$ cat src/logic/dch_status_params.svh
`ifndef DCH_STATUS_PARAMS_SVH
`define DCH_STATUS_PARAMS_SVH
// register byte addresses on the local port (16-bit address space)
`define ADDR_W 16
`define OFF_DCH_STATUS 16'hffe4
`define OFF_INT_SOURCE0 16'hffe8
`define OFF_INT_MASK0 16'hffe9
`define OFF_DEVICE_MODE 16'hffea
`define OFF_TX_CONTROL 16'hffeb
`define OFF_TX_BYTE0 16'hfff0
`define OFF_RX_BYTE0 16'hfff8
`define BUF_BYTES 6
`define RX_LAST_INDEX 3'h5
// field positions
`define MODE_DOUBLE_BIT 6
`define TXCTL_EMPTY_DEF_BIT 1
`define ST_RX_FULL_S 0
`define ST_RX_ERR 1
`define ST_TX_EMPTY 2
`define ST_RX_HALF_D 0
`define ST_RX_FULL_D 3
`define ST_TX_HALF_D 4
`define ST_TX_UF_D 5
`define ST_RX_OVF_D 6
// reset values
`define STATUS_RESET 8'h04
`define SRC_MASK_RESET 3'h0
`endif

$ cat src/logic/dch_status_pkg.sv
package dch_status_pkg;
    typedef logic [15:0] addr_type;
    typedef logic [7:0] byte_type;
    typedef enum logic {
        SINGLE_BUF,
        DOUBLE_BUF
    } buf_mode_type;
endpackage : dch_status_pkg

$ cat src/logic/word_counter.sv
`timescale 1ns/100ps
// counts code words held in a two-deep buffer; saturates at both ends
module word_counter (
    input wire logic clk,
    input wire logic rst_n,
    input wire logic inc,
    input wire logic dec,
    output logic [1:0] count_q
);
    logic [1:0] count_d;

    always_comb begin
        count_d = count_q;
        if (inc && !dec && count_q != 2'h2) begin
            count_d = count_q + 2'h1;
        end else if (dec && !inc && count_q != 2'h0) begin
            count_d = count_q - 2'h1;
        end
    end

    always_ff @(posedge clk) begin
        if (!rst_n) begin
            count_q <= 2'h0;
        end else begin
            count_q <= count_d;
        end
    end
endmodule : word_counter

$ cat src/logic/d_channel_buffer_status.sv
// Chosen here: the plain strobed port.
`timescale 1ns/100ps
`include "dch_status_params.svh"
// What this block does
// - low three status bits feed source register bits, gated by mask bits.
// - mode bit clear: tx empty bit 2, rx error bit 1, rx full bit 0.
// - single mode tx empty set from reset, cleared by any tx byte write.
// - tx control bit 1 selects what counts as tx empty in single mode.
// - single mode rx error set on crc/parity/overflow, cleared by status read.
// - single mode rx full set at six bytes, cleared by last byte read.
// - mode bit set: double buffer layout of seven flags.
// - double mode top bit always reads zero.
// - double mode overflow flag set on rx overflow, zero after reset.
// - double mode underflow set on tx underflow, cleared by status read.
// - tx half empty high with one word or less, set after reset.
// - double mode rx full high with two words, low after reset.
// - double mode tx empty high with no words, active from reset.
// - rx error shows visible word's error; reading a half switches halves.
// - rx half full high with at least one complete word.
module d_channel_buffer_status
    import dch_status_pkg::*;
(
    input wire logic clk,
    input wire logic rst_n,
    input wire dch_status_pkg::addr_type addr,
    input wire dch_status_pkg::byte_type wdata,
    input wire logic wr_en,
    input wire logic rd_en,
    output dch_status_pkg::byte_type rdata,
    input wire logic rx_crc_err,
    input wire logic rx_parity_err,
    input wire logic rx_overflow,
    input wire logic rx_byte_done,
    input wire logic rx_word_done,
    input wire logic tx_word_sent,
    input wire logic tx_underflow,
    input wire logic tx_frame_idle,
    output logic irq
);
    import dch_status_pkg::*;

    byte_type rdata_q, rdata_d;
    logic irq_q, irq_d;
    logic [2:0] src_q, src_d;
    logic [2:0] mask_q, mask_d;
    byte_type mode_q, mode_d;
    byte_type txctl_q, txctl_d;
    logic tx_empty_q, tx_empty_d;
    logic rx_err_q, rx_err_d;
    logic rx_full_q, rx_full_d;
    logic [2:0] rx_bytes_q, rx_bytes_d;
    logic uf_q, uf_d;
    logic ovf_q, ovf_d;
    logic [1:0] err_half_q, err_half_d;
    logic vis_q, vis_d;
    logic stat_rd_q, stat_rd_d;
    logic [1:0] tx_words, rx_words;
    byte_type status;
    buf_mode_type mode;

    function automatic logic in_window(input addr_type a, input addr_type base);
        in_window = a >= base && a < base + addr_type'(`BUF_BYTES);
    endfunction : in_window

    wire tx_wr = wr_en && in_window(addr, `OFF_TX_BYTE0);
    wire rx_rd = rd_en && in_window(addr, `OFF_RX_BYTE0);
    wire rx_last_rd = rd_en && addr == `OFF_RX_BYTE0 + 16'(`RX_LAST_INDEX);
    wire stat_rd = rd_en && addr == `OFF_DCH_STATUS;
    wire rx_err_ev = rx_crc_err || rx_parity_err;

    assign mode = mode_q[`MODE_DOUBLE_BIT] ? DOUBLE_BUF : SINGLE_BUF;

    // a word is loaded on its last byte write; a word is taken on last read
    word_counter u_tx_words (
        .clk(clk),
        .rst_n(rst_n),
        .inc(tx_wr && addr == `OFF_TX_BYTE0 + 16'(`RX_LAST_INDEX)),
        .dec(tx_word_sent),
        .count_q(tx_words)
    );

    word_counter u_rx_words (
        .clk(clk),
        .rst_n(rst_n),
        .inc(rx_word_done),
        .dec(rx_last_rd),
        .count_q(rx_words)
    );

    // status as software sees it in the current mode
    always_comb begin
        status = 8'h00;
        if (mode == SINGLE_BUF) begin
            status[`ST_TX_EMPTY] = tx_empty_q;
            status[`ST_RX_ERR] = rx_err_q;
            status[`ST_RX_FULL_S] = rx_full_q;
        end else begin
            status[`ST_RX_OVF_D] = ovf_q;
            status[`ST_TX_UF_D] = uf_q;
            status[`ST_TX_HALF_D] = tx_words != 2'h2;
            status[`ST_RX_FULL_D] = rx_words == 2'h2;
            status[`ST_TX_EMPTY] = tx_words == 2'h0;
            status[`ST_RX_ERR] = err_half_q[vis_q];
            status[`ST_RX_HALF_D] = rx_words != 2'h0;
            status[7] = 1'b0;
        end
    end

    // flags: set beats a coincident clear everywhere
    always_comb begin
        tx_empty_d = tx_empty_q;
        rx_err_d = rx_err_q;
        rx_full_d = rx_full_q;
        rx_bytes_d = rx_bytes_q;
        uf_d = uf_q;
        ovf_d = ovf_q;
        err_half_d = err_half_q;
        vis_d = vis_q;
        stat_rd_d = stat_rd;
        // single mode tx empty: bit 1 of tx control picks frame-idle as empty
        if (tx_wr) begin
            tx_empty_d = 1'b0;
        end
        if (txctl_q[`TXCTL_EMPTY_DEF_BIT] ? tx_frame_idle : tx_word_sent) begin
            tx_empty_d = 1'b1;
        end
        // status read clears take effect one cycle after the read
        if (stat_rd_q) begin
            rx_err_d = 1'b0;
            uf_d = 1'b0;
        end
        if (rx_err_ev || rx_overflow) begin
            rx_err_d = 1'b1;
        end
        if (tx_underflow) begin
            uf_d = 1'b1;
        end
        if (rx_overflow) begin
            ovf_d = 1'b1;
        end else if (rx_rd) begin
            ovf_d = 1'b0;
        end
        if (rx_last_rd) begin
            rx_full_d = 1'b0;
            rx_bytes_d = 3'h0;
            err_half_d[vis_q] = 1'b0;
            vis_d = ~vis_q;
        end
        if (rx_byte_done) begin
            if (rx_bytes_q == 3'(`BUF_BYTES - 1)) begin
                rx_full_d = 1'b1;
                rx_bytes_d = 3'h0;
            end else begin
                rx_bytes_d = rx_bytes_q + 3'h1;
            end
        end
        // error belongs to the half being filled: the visible one when no word is held, else the other
        if (rx_err_ev) begin
            err_half_d[rx_words == 2'h0 ? vis_q : ~vis_q] = 1'b1;
        end
    end

    // registers, interrupt and read port
    always_comb begin
        mask_d = mask_q;
        mode_d = mode_q;
        txctl_d = txctl_q;
        if (wr_en && addr == `OFF_INT_MASK0) begin
            mask_d = wdata[2:0];
        end
        if (wr_en && addr == `OFF_DEVICE_MODE) begin
            mode_d = wdata;
        end
        if (wr_en && addr == `OFF_TX_CONTROL) begin
            txctl_d = wdata;
        end
        src_d = status[2:0] & mask_q;
        irq_d = |src_d;
        rdata_d = 8'h00;
        if (rd_en) begin
            case (addr)
                `OFF_DCH_STATUS: rdata_d = status;
                `OFF_INT_SOURCE0: rdata_d = {5'h00, src_q};
                `OFF_INT_MASK0: rdata_d = {5'h00, mask_q};
                `OFF_DEVICE_MODE: rdata_d = mode_q;
                `OFF_TX_CONTROL: rdata_d = txctl_q;
                default: rdata_d = 8'h00;
            endcase
        end
    end

    always_ff @(posedge clk) begin
        if (!rst_n) begin
            tx_empty_q <= 1'b1;
            rx_err_q <= 1'b0;
            rx_full_q <= 1'b0;
            rx_bytes_q <= 3'h0;
            uf_q <= 1'b0;
            ovf_q <= 1'b0;
            err_half_q <= 2'h0;
            vis_q <= 1'b0;
            stat_rd_q <= 1'b0;
            mask_q <= `SRC_MASK_RESET;
            mode_q <= 8'h00;
            txctl_q <= 8'h00;
            src_q <= 3'h0;
            irq_q <= 1'b0;
            rdata_q <= 8'h00;
        end else begin
            tx_empty_q <= tx_empty_d;
            rx_err_q <= rx_err_d;
            rx_full_q <= rx_full_d;
            rx_bytes_q <= rx_bytes_d;
            uf_q <= uf_d;
            ovf_q <= ovf_d;
            err_half_q <= err_half_d;
            vis_q <= vis_d;
            stat_rd_q <= stat_rd_d;
            mask_q <= mask_d;
            mode_q <= mode_d;
            txctl_q <= txctl_d;
            src_q <= src_d;
            irq_q <= irq_d;
            rdata_q <= rdata_d;
        end
    end

    assign rdata = rdata_q;
    assign irq = irq_q;

    // checks on the flags and on what software reads back
    AST_SRC_GATED: assert property (
        @(posedge clk) disable iff (!rst_n)
        src_q == ($past(status[2:0]) & $past(mask_q)))
        else $error("source bits not status gated by mask");
    AST_TOP_ZERO: assert property (
        @(posedge clk) disable iff (!rst_n)
        stat_rd && mode == DOUBLE_BUF |=> !rdata_q[7])
        else $error("reserved status bit read as one");
    AST_TXE_CLR: assert property (
        @(posedge clk) disable iff (!rst_n)
        tx_wr && !tx_frame_idle && !tx_word_sent |=> !tx_empty_q)
        else $error("tx empty not cleared by write");
    AST_ERR_SET: assert property (
        @(posedge clk) disable iff (!rst_n)
        rx_overflow |=> rx_err_q)
        else $error("rx error not set");
    AST_RD_CLR: assert property (
        @(posedge clk) disable iff (!rst_n)
        stat_rd ##1 !(rx_err_ev || rx_overflow) |=> !rx_err_q)
        else $error("status read did not clear error");
    AST_FULL_CLR: assert property (
        @(posedge clk) disable iff (!rst_n)
        rx_last_rd && !rx_byte_done |=> !rx_full_q)
        else $error("rx full not cleared");
    AST_UF_SET: assert property (
        @(posedge clk) disable iff (!rst_n)
        tx_underflow |=> uf_q)
        else $error("underflow not set");
    AST_OVF_SET: assert property (
        @(posedge clk) disable iff (!rst_n)
        rx_overflow |=> ovf_q)
        else $error("overflow not set");
    AST_IRQ: assert property (
        @(posedge clk) disable iff (!rst_n)
        irq == |($past(status[2:0]) & $past(mask_q)))
        else $error("irq not tied to unmasked status");
    AST_TXE_SET: assert property (
        @(posedge clk) disable iff (!rst_n)
        (txctl_q[`TXCTL_EMPTY_DEF_BIT] ? tx_frame_idle : tx_word_sent)
        |=> tx_empty_q)
        else $error("tx empty not set by chosen condition");
    AST_FULL_SET: assert property (
        @(posedge clk) disable iff (!rst_n)
        rx_byte_done && rx_bytes_q == 3'(`BUF_BYTES - 1) |=> rx_full_q)
        else $error("rx full not set at last byte");
    AST_UF_CLR: assert property (
        @(posedge clk) disable iff (!rst_n)
        stat_rd ##1 !tx_underflow |=> !uf_q)
        else $error("status read did not clear underflow");
    AST_CLR_LATE: assert property (
        @(posedge clk) disable iff (!rst_n)
        stat_rd && !stat_rd_q && rx_err_q |=> rx_err_q)
        else $error("rx error cleared in the read cycle");
    AST_SGL_RSVD: assert property (
        @(posedge clk) disable iff (!rst_n)
        stat_rd && mode == SINGLE_BUF |=> rdata_q[7:3] == 5'h00)
        else $error("reserved single mode bits read as one");
    AST_RST_VALS: assert property (
        @(posedge clk)
        !rst_n |=> tx_empty_q && !ovf_q && !uf_q && tx_words == 2'h0
            && rx_words == 2'h0 && mode_q == 8'h00)
        else $error("flags not at reset values");
    AST_VIS_SWAP: assert property (
        @(posedge clk) disable iff (!rst_n)
        rx_last_rd |=> vis_q != $past(vis_q))
        else $error("last byte read did not switch halves");
    AST_ERR_HALF: assert property (
        @(posedge clk) disable iff (!rst_n)
        rx_err_ev && rx_words == 2'h0 && !rx_last_rd |=> err_half_q[vis_q])
        else $error("error not marked on the visible word");
    AST_OVF_CLR: assert property (
        @(posedge clk) disable iff (!rst_n)
        rx_rd && !rx_overflow |=> !ovf_q)
        else $error("overflow not cleared by buffer read");
    AST_RX_FULL_D: assert property (
        @(posedge clk) disable iff (!rst_n)
        rx_word_done && !rx_last_rd && rx_words == 2'h1 |=> rx_words == 2'h2)
        else $error("second word did not fill rx buffer");
    AST_TX_EMPTY_D: assert property (
        @(posedge clk) disable iff (!rst_n)
        tx_word_sent && !tx_wr && tx_words != 2'h0
        |=> tx_words == $past(tx_words) - 2'h1)
        else $error("sent word not taken from tx count");
    AST_HALF_D: assert property (
        @(posedge clk) disable iff (!rst_n)
        rx_word_done && !rx_last_rd |=> rx_words != 2'h0)
        else $error("complete word not counted");
    AST_TX_HALF: assert property (
        @(posedge clk) disable iff (!rst_n)
        stat_rd && mode == DOUBLE_BUF && tx_words == 2'h2
        |=> !rdata_q[`ST_TX_HALF_D])
        else $error("half empty shown with two words");
endmodule : d_channel_buffer_status

$ cat config.mk
export PLATFORM = sky130hd
export DESIGN_NAME = d_channel_buffer_status
export DESIGN_NICKNAME = d
export VERILOG_FILES = /design/src/logic/dch_status_pkg.sv /design/src/logic/word_counter.sv /design/src/logic/d_channel_buffer_status.sv
export VERILOG_INCLUDE_DIRS = /design/src /design/src/logic
export SDC_FILE = /design/constraint.sdc
export NUM_CORES = 1
export LEC_CHECK = 0
export BUFFER_PORTS_ARGS = -buffer_cell sky130_fd_sc_hd__buf_4
export CORE_MARGIN = 2
export CORE_UTILIZATION = 45
export DETAILED_ROUTE_END_ITERATION = 6
export PLACE_DENSITY = 0.69
export RECOVER_POWER = 100
export SETUP_SLACK_MARGIN = 0.3
export SYNTH_ARGS = -nofsm -noshare
export SYNTH_HDL_FRONTEND = slang
export SYNTH_SLANG_ARGS = --single-unit
$ cat constraint.sdc
create_clock -name clk -period 2.25 [get_ports clk]
set_input_delay 0.3375 -clock clk [delete_from_list [all_inputs] [get_ports clk]]
set_output_delay 0.3375 -clock clk [all_outputs]
set_load 0.1 [all_outputs]
==> results of run 1 <==
## kinds of logic (layout without fill, tap and decap cells)
group,after synthesis,after routing,share of synthesized area (%)
AOI/OAI and AO/OA,56,56,15.69
xor gates and xnor gates,2,2,0.8108
buffers and inverters,13,61,2.548
DFF,47,47,43.54
muxes,18,18,8.802
and+or+nand+nor,109,109,28.60
## power groups by stage
stage | combinational [µW] | sequential [µW] | clock [µW]
finish | 134 | 855 | 730
global route | 147 | 857 | 775
CTS | 139 | 855 | 745
detailed placement | 137 | 874 | 0
global placement | 137 | 874 | 0
floorplan | 62.2 | 871 | 0
## metrics by stage
| step | instance area (µm²) | cells | hold slack, ns | util (%) | setup slack, ns |
|---|---|---|---|---|---|
| floorplan | 2161 | 245 | 0.4093 | - | 0.4647 |
| global placement | 2556 | 339 | 0.4347 | 54.85 | 0.2962 |
| detailed placement | 2556 | 339 | 0.4432 | 54.85 | 0.2526 |
| CTS | 2693 | 347 | 0.2386 | 57.77 | 0.5687 |
| global route | 2633 | 347 | 0.2528 | 56.48 | 0.2639 |
| finish | 2633 | 347 | 0.2549 | 56.48 | 0.3664 |
## worst paths after layout
path,startpoint,endpoint,slack [ns],cells past startpoint
max,addr[0],rdata[4]$_SDFF_PN0_,0.37,6
min,tx_underflow,uf_q$_SDFFE_PN0P_,0.25,3
max reg2reg,vis_q$_SDFFE_PN0P_,irq$_SDFF_PN0_,0.75,4
min reg2reg,txctl_q[6]$_SDFFE_PN0P_,txctl_q[6]$_SDFFE_PN0P_,0.45,2
## worst reg2reg max path: cells and delay by family, from the launching register on
family | cells | cell delay (ns)
AO/OA/AOI/OAI | 1 | 0.14
AND/OR/NAND/NOR | 2 | 0.59
multiplexers | 1 | 0.23
flip-flops | 1 | 0.44
## final cells by class
type / instances / area (µm²) / share of cell area, %
flip-flops and latches: 47 / 940.9 / 35.74
clock buffers: 5 / 68.82 / 2.614
repair buffers: 49 / 324.1 / 12.31
multi-input cells: 185 / 1149 / 43.63
inverters: 4 / 15.01 / 0.5703
well taps: 54 / 67.56 / 2.567
clock inverters: 3 / 67.56 / 2.567
## cell usage in the layout, fill, tap and decap left out, drive strengths merged, types with 2 or more instances in the layout
cell / count
nand2: 48
dfxtp: 47
buf: 36
a21oi: 35
nor2: 22
clkbuf: 18
mux2i: 10
mux2: 8
o21ai: 5
nor4: 5
and3: 4
inv: 4
nand3: 4
nor2b: 4
nand4b: 3
nand3b: 3
o31ai: 3
nand4: 3
a22oi: 2
and2: 2
or3: 2
a211oi: 2
a2bb2oi: 2
bufinv: 2
## registers in the layout (all words and copies together), names as in the netlist, 2 cells and up
name	count
rx_bytes_q	3
mask_q	3
u_rx_words.count_q	2
txctl_q	8
mode_q	8
err_half_q	2
rdata	8
u_tx_words.count_q	2
src_q	3
## metal layers
layer  track usage, %  vias up  routed length (µm)
met3            4.664        8                 241
met5                0        -                   0
met2            33.13       39                2504
met4            6.869        0                  71
li1                 -      962                   -
met1            25.43      898                2232
==> run metrics, run 1 <==
clk buf depth 2; Psw 366.4 µW; final wirelength just over 5000 µm; die width ~73 µm; RSZ-0062 raised after global routing no; Ys Warns 0; Syn Inst Count around 250; sequential area share after synthesis a little over two fifths; post-layout min period between 1.5 and 2 ns; clk_lat worst skew around 0.30 ns; RePlAce Congestion 0.7705; critical path startpoint category primary input; Die Area ~5400 µm²; DP HPWL between 3000 and 4000 µm; fill cell count 442; CP delay by family, top simple AND/OR/NAND/NOR gates; Clk Tree Root Cell clkbuf_8; CTS clk-pin slew, worst paths about 0.090 ns; synth top area cells dfxtp_1 44%, nand2_1 8.3%, a21oi_1 8.1%; Leak Pwr a little over 0.001 µW; Comb power frac 7.8%; CTS buffer count 5; number of vias per cell about 5.5; class of the worst hold path in2reg; post-synthesis register bit count between 40 and 50; # setup viols final 0; PwrDens 653.0 nW/µm²; CTS tree built; CTS Sinks 47; DRC violations left 0; Worst IR Drop VDD approximately 0.0005 V; Int Pwr approximately 1400 µW; largest net degree at the start of global routing 32; Critical Path RT 2.49 ns; period utilization 83.72%; Avg Inst Size Synth between 8 and 9 µm²; H-tree Lvls 2; max-capacitance violation count 0; ys flop type dfxtp_1; GRT Util Overall around 20%; slowest stage delay, CP around 0.64 ns; Post-Syn Area around 2200 µm²; Area growth syn-to-layout 21.83%; sequential power share 49.8%; total negative setup slack 0 ns; headroom to the max-slew limit 6.041%; most common cell in the synthesized netlist nand2_1; wire length of the first global-routing pass 8245 µm; Pre-antenna DRT Iters 4; Row Count 25; DR iter-0 viols 64; Net Sw Frac 21.32%; DR WL/cell 14.55 µm; Arrival @ worst endpoint around 2.1 ns; count of final hold-check violations 0; synth unique cells 45; Worst Setup Path Type in2reg; CP Max Fanout 17; overall power approximately 1700 µW; crit end category flip-flop; syn nets between 200 and 300; starting density of the core between 40% and 50%; I/O Buffers 44; post-CTS setup buffer count 0; Hold-fix buffers, CTS 0; Fmax approximately 0.53 GHz; ordered list of cells on the worst path clkbuf_2 -> or4b_1 -> nor4_4 -> and2_1 -> o21ai_0 -> a21oi_1; Worst-Margin Slew between 1 and 1.5 ns; Die Ht approximately 73 µm; ys async rst share 0%; status finished, final reports clean; post-synth top area share 43.54%; Ports 45; Post-synth EDFFs 0; sum of buffers and inverters on the critical path 1; vias in the first global route between 1500 and 2000; Post-DRT Antenna Nets 0; Core Footprint between 4000 and 5000 µm²; Fin Clk Skew between 0.009 and 0.01 ns; NumNets Final between 300 and 400; Synth area leader dfxtp_1; commonest cells in the synthesized netlist 48 x nand2_1, 47 x dfxtp_1, 35 x a21oi_1, 22 x nor2_1, 10 x mux2i_1; layout cell share with drive strength beyond 1 between 20% and 30%; initial antenna violation count 0; antenna fix cells 0; grt ovf 0; Post-CTS Resized 0; Pins Over Slew Limit 0; DR vias between 1500 and 2000; clock group share of total power between 40% and 50%; Slowest-stage cell, CP or4b_1
(Power assumes the default switching activity.)
==> run 2, diff against run 1 <==
Settings changed: ABC_AREA from default to 1, PLACE_DENSITY 0.69 to 0.68.
Clock period 2.25 ns to 1.9 ns, I/O delays scaled along.
==> run 2 against run 1 <==
Against the previous run:
- global-route usage rose by 0.46 points
- critical path type unchanged
- count of clock-buffer cells in the layout unchanged
- wire length rose by 4.8%
- combinational power rose by 36%
- design area grew 3.6%
- sequential cell count did not move
- non-clock buffer count decreased by 4
- critical path depth rose by 5
- highest routed layer unchanged
- die area grew 3.7%
==> run metrics, run 2 <==
clock group share of total power between 40% and 50%; post-CTS setup buffer count 0; Ys Warns 0; ys flop type dfxtp_1; CTS clk-pin slew, worst paths 0.09 ns; overall power 2093 µW; PwrDens approximately 770 nW/µm²; Post-CTS Resized 0; largest family of logic cells by synthesized area simple AND/OR/NAND/NOR gates; Pins Over Slew Limit 0; Net Sw Frac between 20% and 30%; starting density of the core 47.21%; Synth area leader dfxtp_1; most common cell in the synthesized netlist nand2_1; RR Endpoint rdata[0]$_SDFF_PN0_; most frequent cells in the layout 75 x nand2_1, 55 x nor2_1, 47 x dfxtp_1; commonest cells in the synthesized netlist 72 x nand2_1, 52 x nor2_1, 47 x dfxtp_1, 37 x nand3_1, 30 x inv_1; RePlAce Congestion 0.8526; DR iter-0 viols ~120; final wirelength around 5300 µm; die width between 70 and 80 µm; DRC violations left 0; antenna fix cells 0; Post-Place Cells 431; R2R depth 6; Synth Area in Adders 0%; largest net degree at the start of global routing 23; layout cell share with drive strength beyond 1 a little under a fifth; DR vias approximately 2200; synth unique cells 31; wire length of the first global-routing pass 8645 µm; NumNets Final between 400 and 500; Core Footprint 4755 µm²; class of the worst hold path in2reg; WHS Path Cells 3; # setup viols final 0; Worst Setup Path Type in2reg; count of final hold-check violations 0; vias in the first global route around 1900; DP HPWL around 4000 µm; fin worst setup slack ~0.34 ns; Arrival @ worst endpoint 1.81 ns; commonest non-fill, non-tap cell in the layout nand2_1; Worst Setup EP rdata[3]$_SDFF_PN0_; Int Pwr 1621 µW; syn nets 360; ys async rst share 0%; post-synthesis register bit count between 40 and 50; Post-synth EDFFs 0; total negative setup slack 0 ns; Die Ht between 70 and 80 µm; Critical Path RT about 2.2 ns; crit path launch addr[9]; period utilization 82.27%; Leak Pwr 0.001209 µW; CTS tree built; Die Area 5569 µm²; I/O Buffers 44; Syn Inst Count 324; crit end category flip-flop; grt ovf 0; post-synthesis xor/xnor area fraction less than 1%; number of vias per cell 4.948; synth top area cells dfxtp_1 42%, nand2_1 12%, nor2_1 8.7%; post-layout min period approximately 1.6 ns; mux cell area share after synthesis 0%; simple-gate share of the synthesized area between 30% and 40%; Avg Inst Size Synth 6.928 µm²; CTS Sinks 47; max-capacitance violation count 0; Pre-antenna DRT Iters 4; compound-cell area share of the yosys netlist between 10% and 20%; Hold-fix buffers, CTS 0; clk buf depth 2; pre-CTS WS between 0.2 and 0.3 ns; headroom to the max-slew limit 63.94%; Fin Clk Skew between 0.007 and 0.008 ns; reg2reg start u_rx_words.count_q[0]$_SDFFE_PN0P_; post-route insts no fill 439; Post-DRT Antenna Nets 0; sequential area share after synthesis 41.92%; initial antenna violation count 0; placed inst area around 2600 µm²; design area around 2700 µm²; CTS buffer count 5; GRT Util Overall approximately a fifth; CP Max Fanout 7; DR WL/cell around 12 µm; sequential power share 48.5%; Worst IR Drop VDD between 0.0005 and 0.0006 V; Fmax about 0.64 GHz; post-synth top area share 41.92%; RSZ-0062 raised after global routing no; Ports 45; critical path startpoint category primary input; FF-to-FF setup slack between 0.5 and 0.6 ns; Post-Syn Area 2245 µm²; Clk Tree Root Cell clkbuf_8; Row Count 25; Comb power frac under 10%; Worst-Margin Slew ~0.54 ns; H-tree Lvls 2; clk_lat worst skew 0.31 ns; Area growth syn-to-layout 21.52%; Psw 471.7 µW; status finished, final reports clean
## run 2: cell types whose count changed in the layout (fill, tap and decap cells not counted), moves of 10 or more
| cell | delta |
|---|---|
| nand3_1 | +33 |
| o21ai_0 | +17 |
| inv_1 | +26 |
| a21oi_1 | -17 |
| nor2_1 | +33 |
| mux2i_1 | -10 |
| clkbuf_1 | -11 |
| nand2_1 | +27 |
## run 2: per-stage QoR
| step | hold WS (ns) | util, % |
|---|---|---|
| floorplan | 0.4024 | - |
| CTS | 0.1952 | 58.37 |
| global placement | 0.4521 | 55.42 |
| finish | 0.1945 | 57.37 |
| global route | 0.2059 | 57.37 |
| detailed placement | 0.4592 | 55.42 |
## run 2: how the worst min path moves through the flow
stage	startpoint	end	slack, ns
after CTS	tx_underflow	uf_q$_SDFFE_PN0P_	0.20
after detailed placement	txctl_q[6]$_SDFFE_PN0P_	txctl_q[6]$_SDFFE_PN0P_	0.46
final	tx_underflow	uf_q$_SDFFE_PN0P_	0.19
after global placement	rx_full_q$_SDFF_PN0_	rx_full_q$_SDFF_PN0_	0.45
after global routing	tx_underflow	uf_q$_SDFFE_PN0P_	0.21
after floorplan	rx_overflow	ovf_q$_SDFFE_PN0P_	0.40
## run 2: worst max-delay path, cell delays in order
cell and delay (ns):
clkbuf_4 0.10, nand2_1 0.05, nor2_1 0.16, nand2_1 0.24
nor2_1 0.43, inv_2 0.08, nand2_1 0.09, nand3_2 0.14
inv_2 0.12, nand2_1 0.07, inv_1 0.05
## run 2: power groups by stage
stage | logic (µW) | registers (µW) | clock network, µW
floorplan | 92.0 | 1030 | 0
global placement | 180 | 1040 | 0
finish | 182 | 1010 | 897
detailed placement | 183 | 1040 | 0
global route | 205 | 1020 | 949
CTS | 184 | 1010 | 910
## run 2: layout make-up
cell class	count	area (µm²)
well taps	67	83.83
clock buffers	5	68.82
clock inverters	3	71.32
flip-flops and latches	47	940.9
inverters	36	135.1
fillers	478	2027
multi-input cells	236	1112
repair buffers	45	315.3
## run 2: per-layer routing
metal,share of wire [%],GRT usage [%],vias to the layer above,wire length [µm]
li1,-,-,1144,-
met1,50,28.26,971,2641
met2,44,32.74,51,2350
met3,4.5,4.150,6,240
met4,1.1,5.357,0,59
met5,0,0,-,0
## run 2: cells by family after synthesis
family | Yosys count
buffers and inverters | 41
AND/OR/NAND/NOR | 188
flip-flops | 47
XOR/XNOR | 1
AO/OA/AOI/OAI | 47
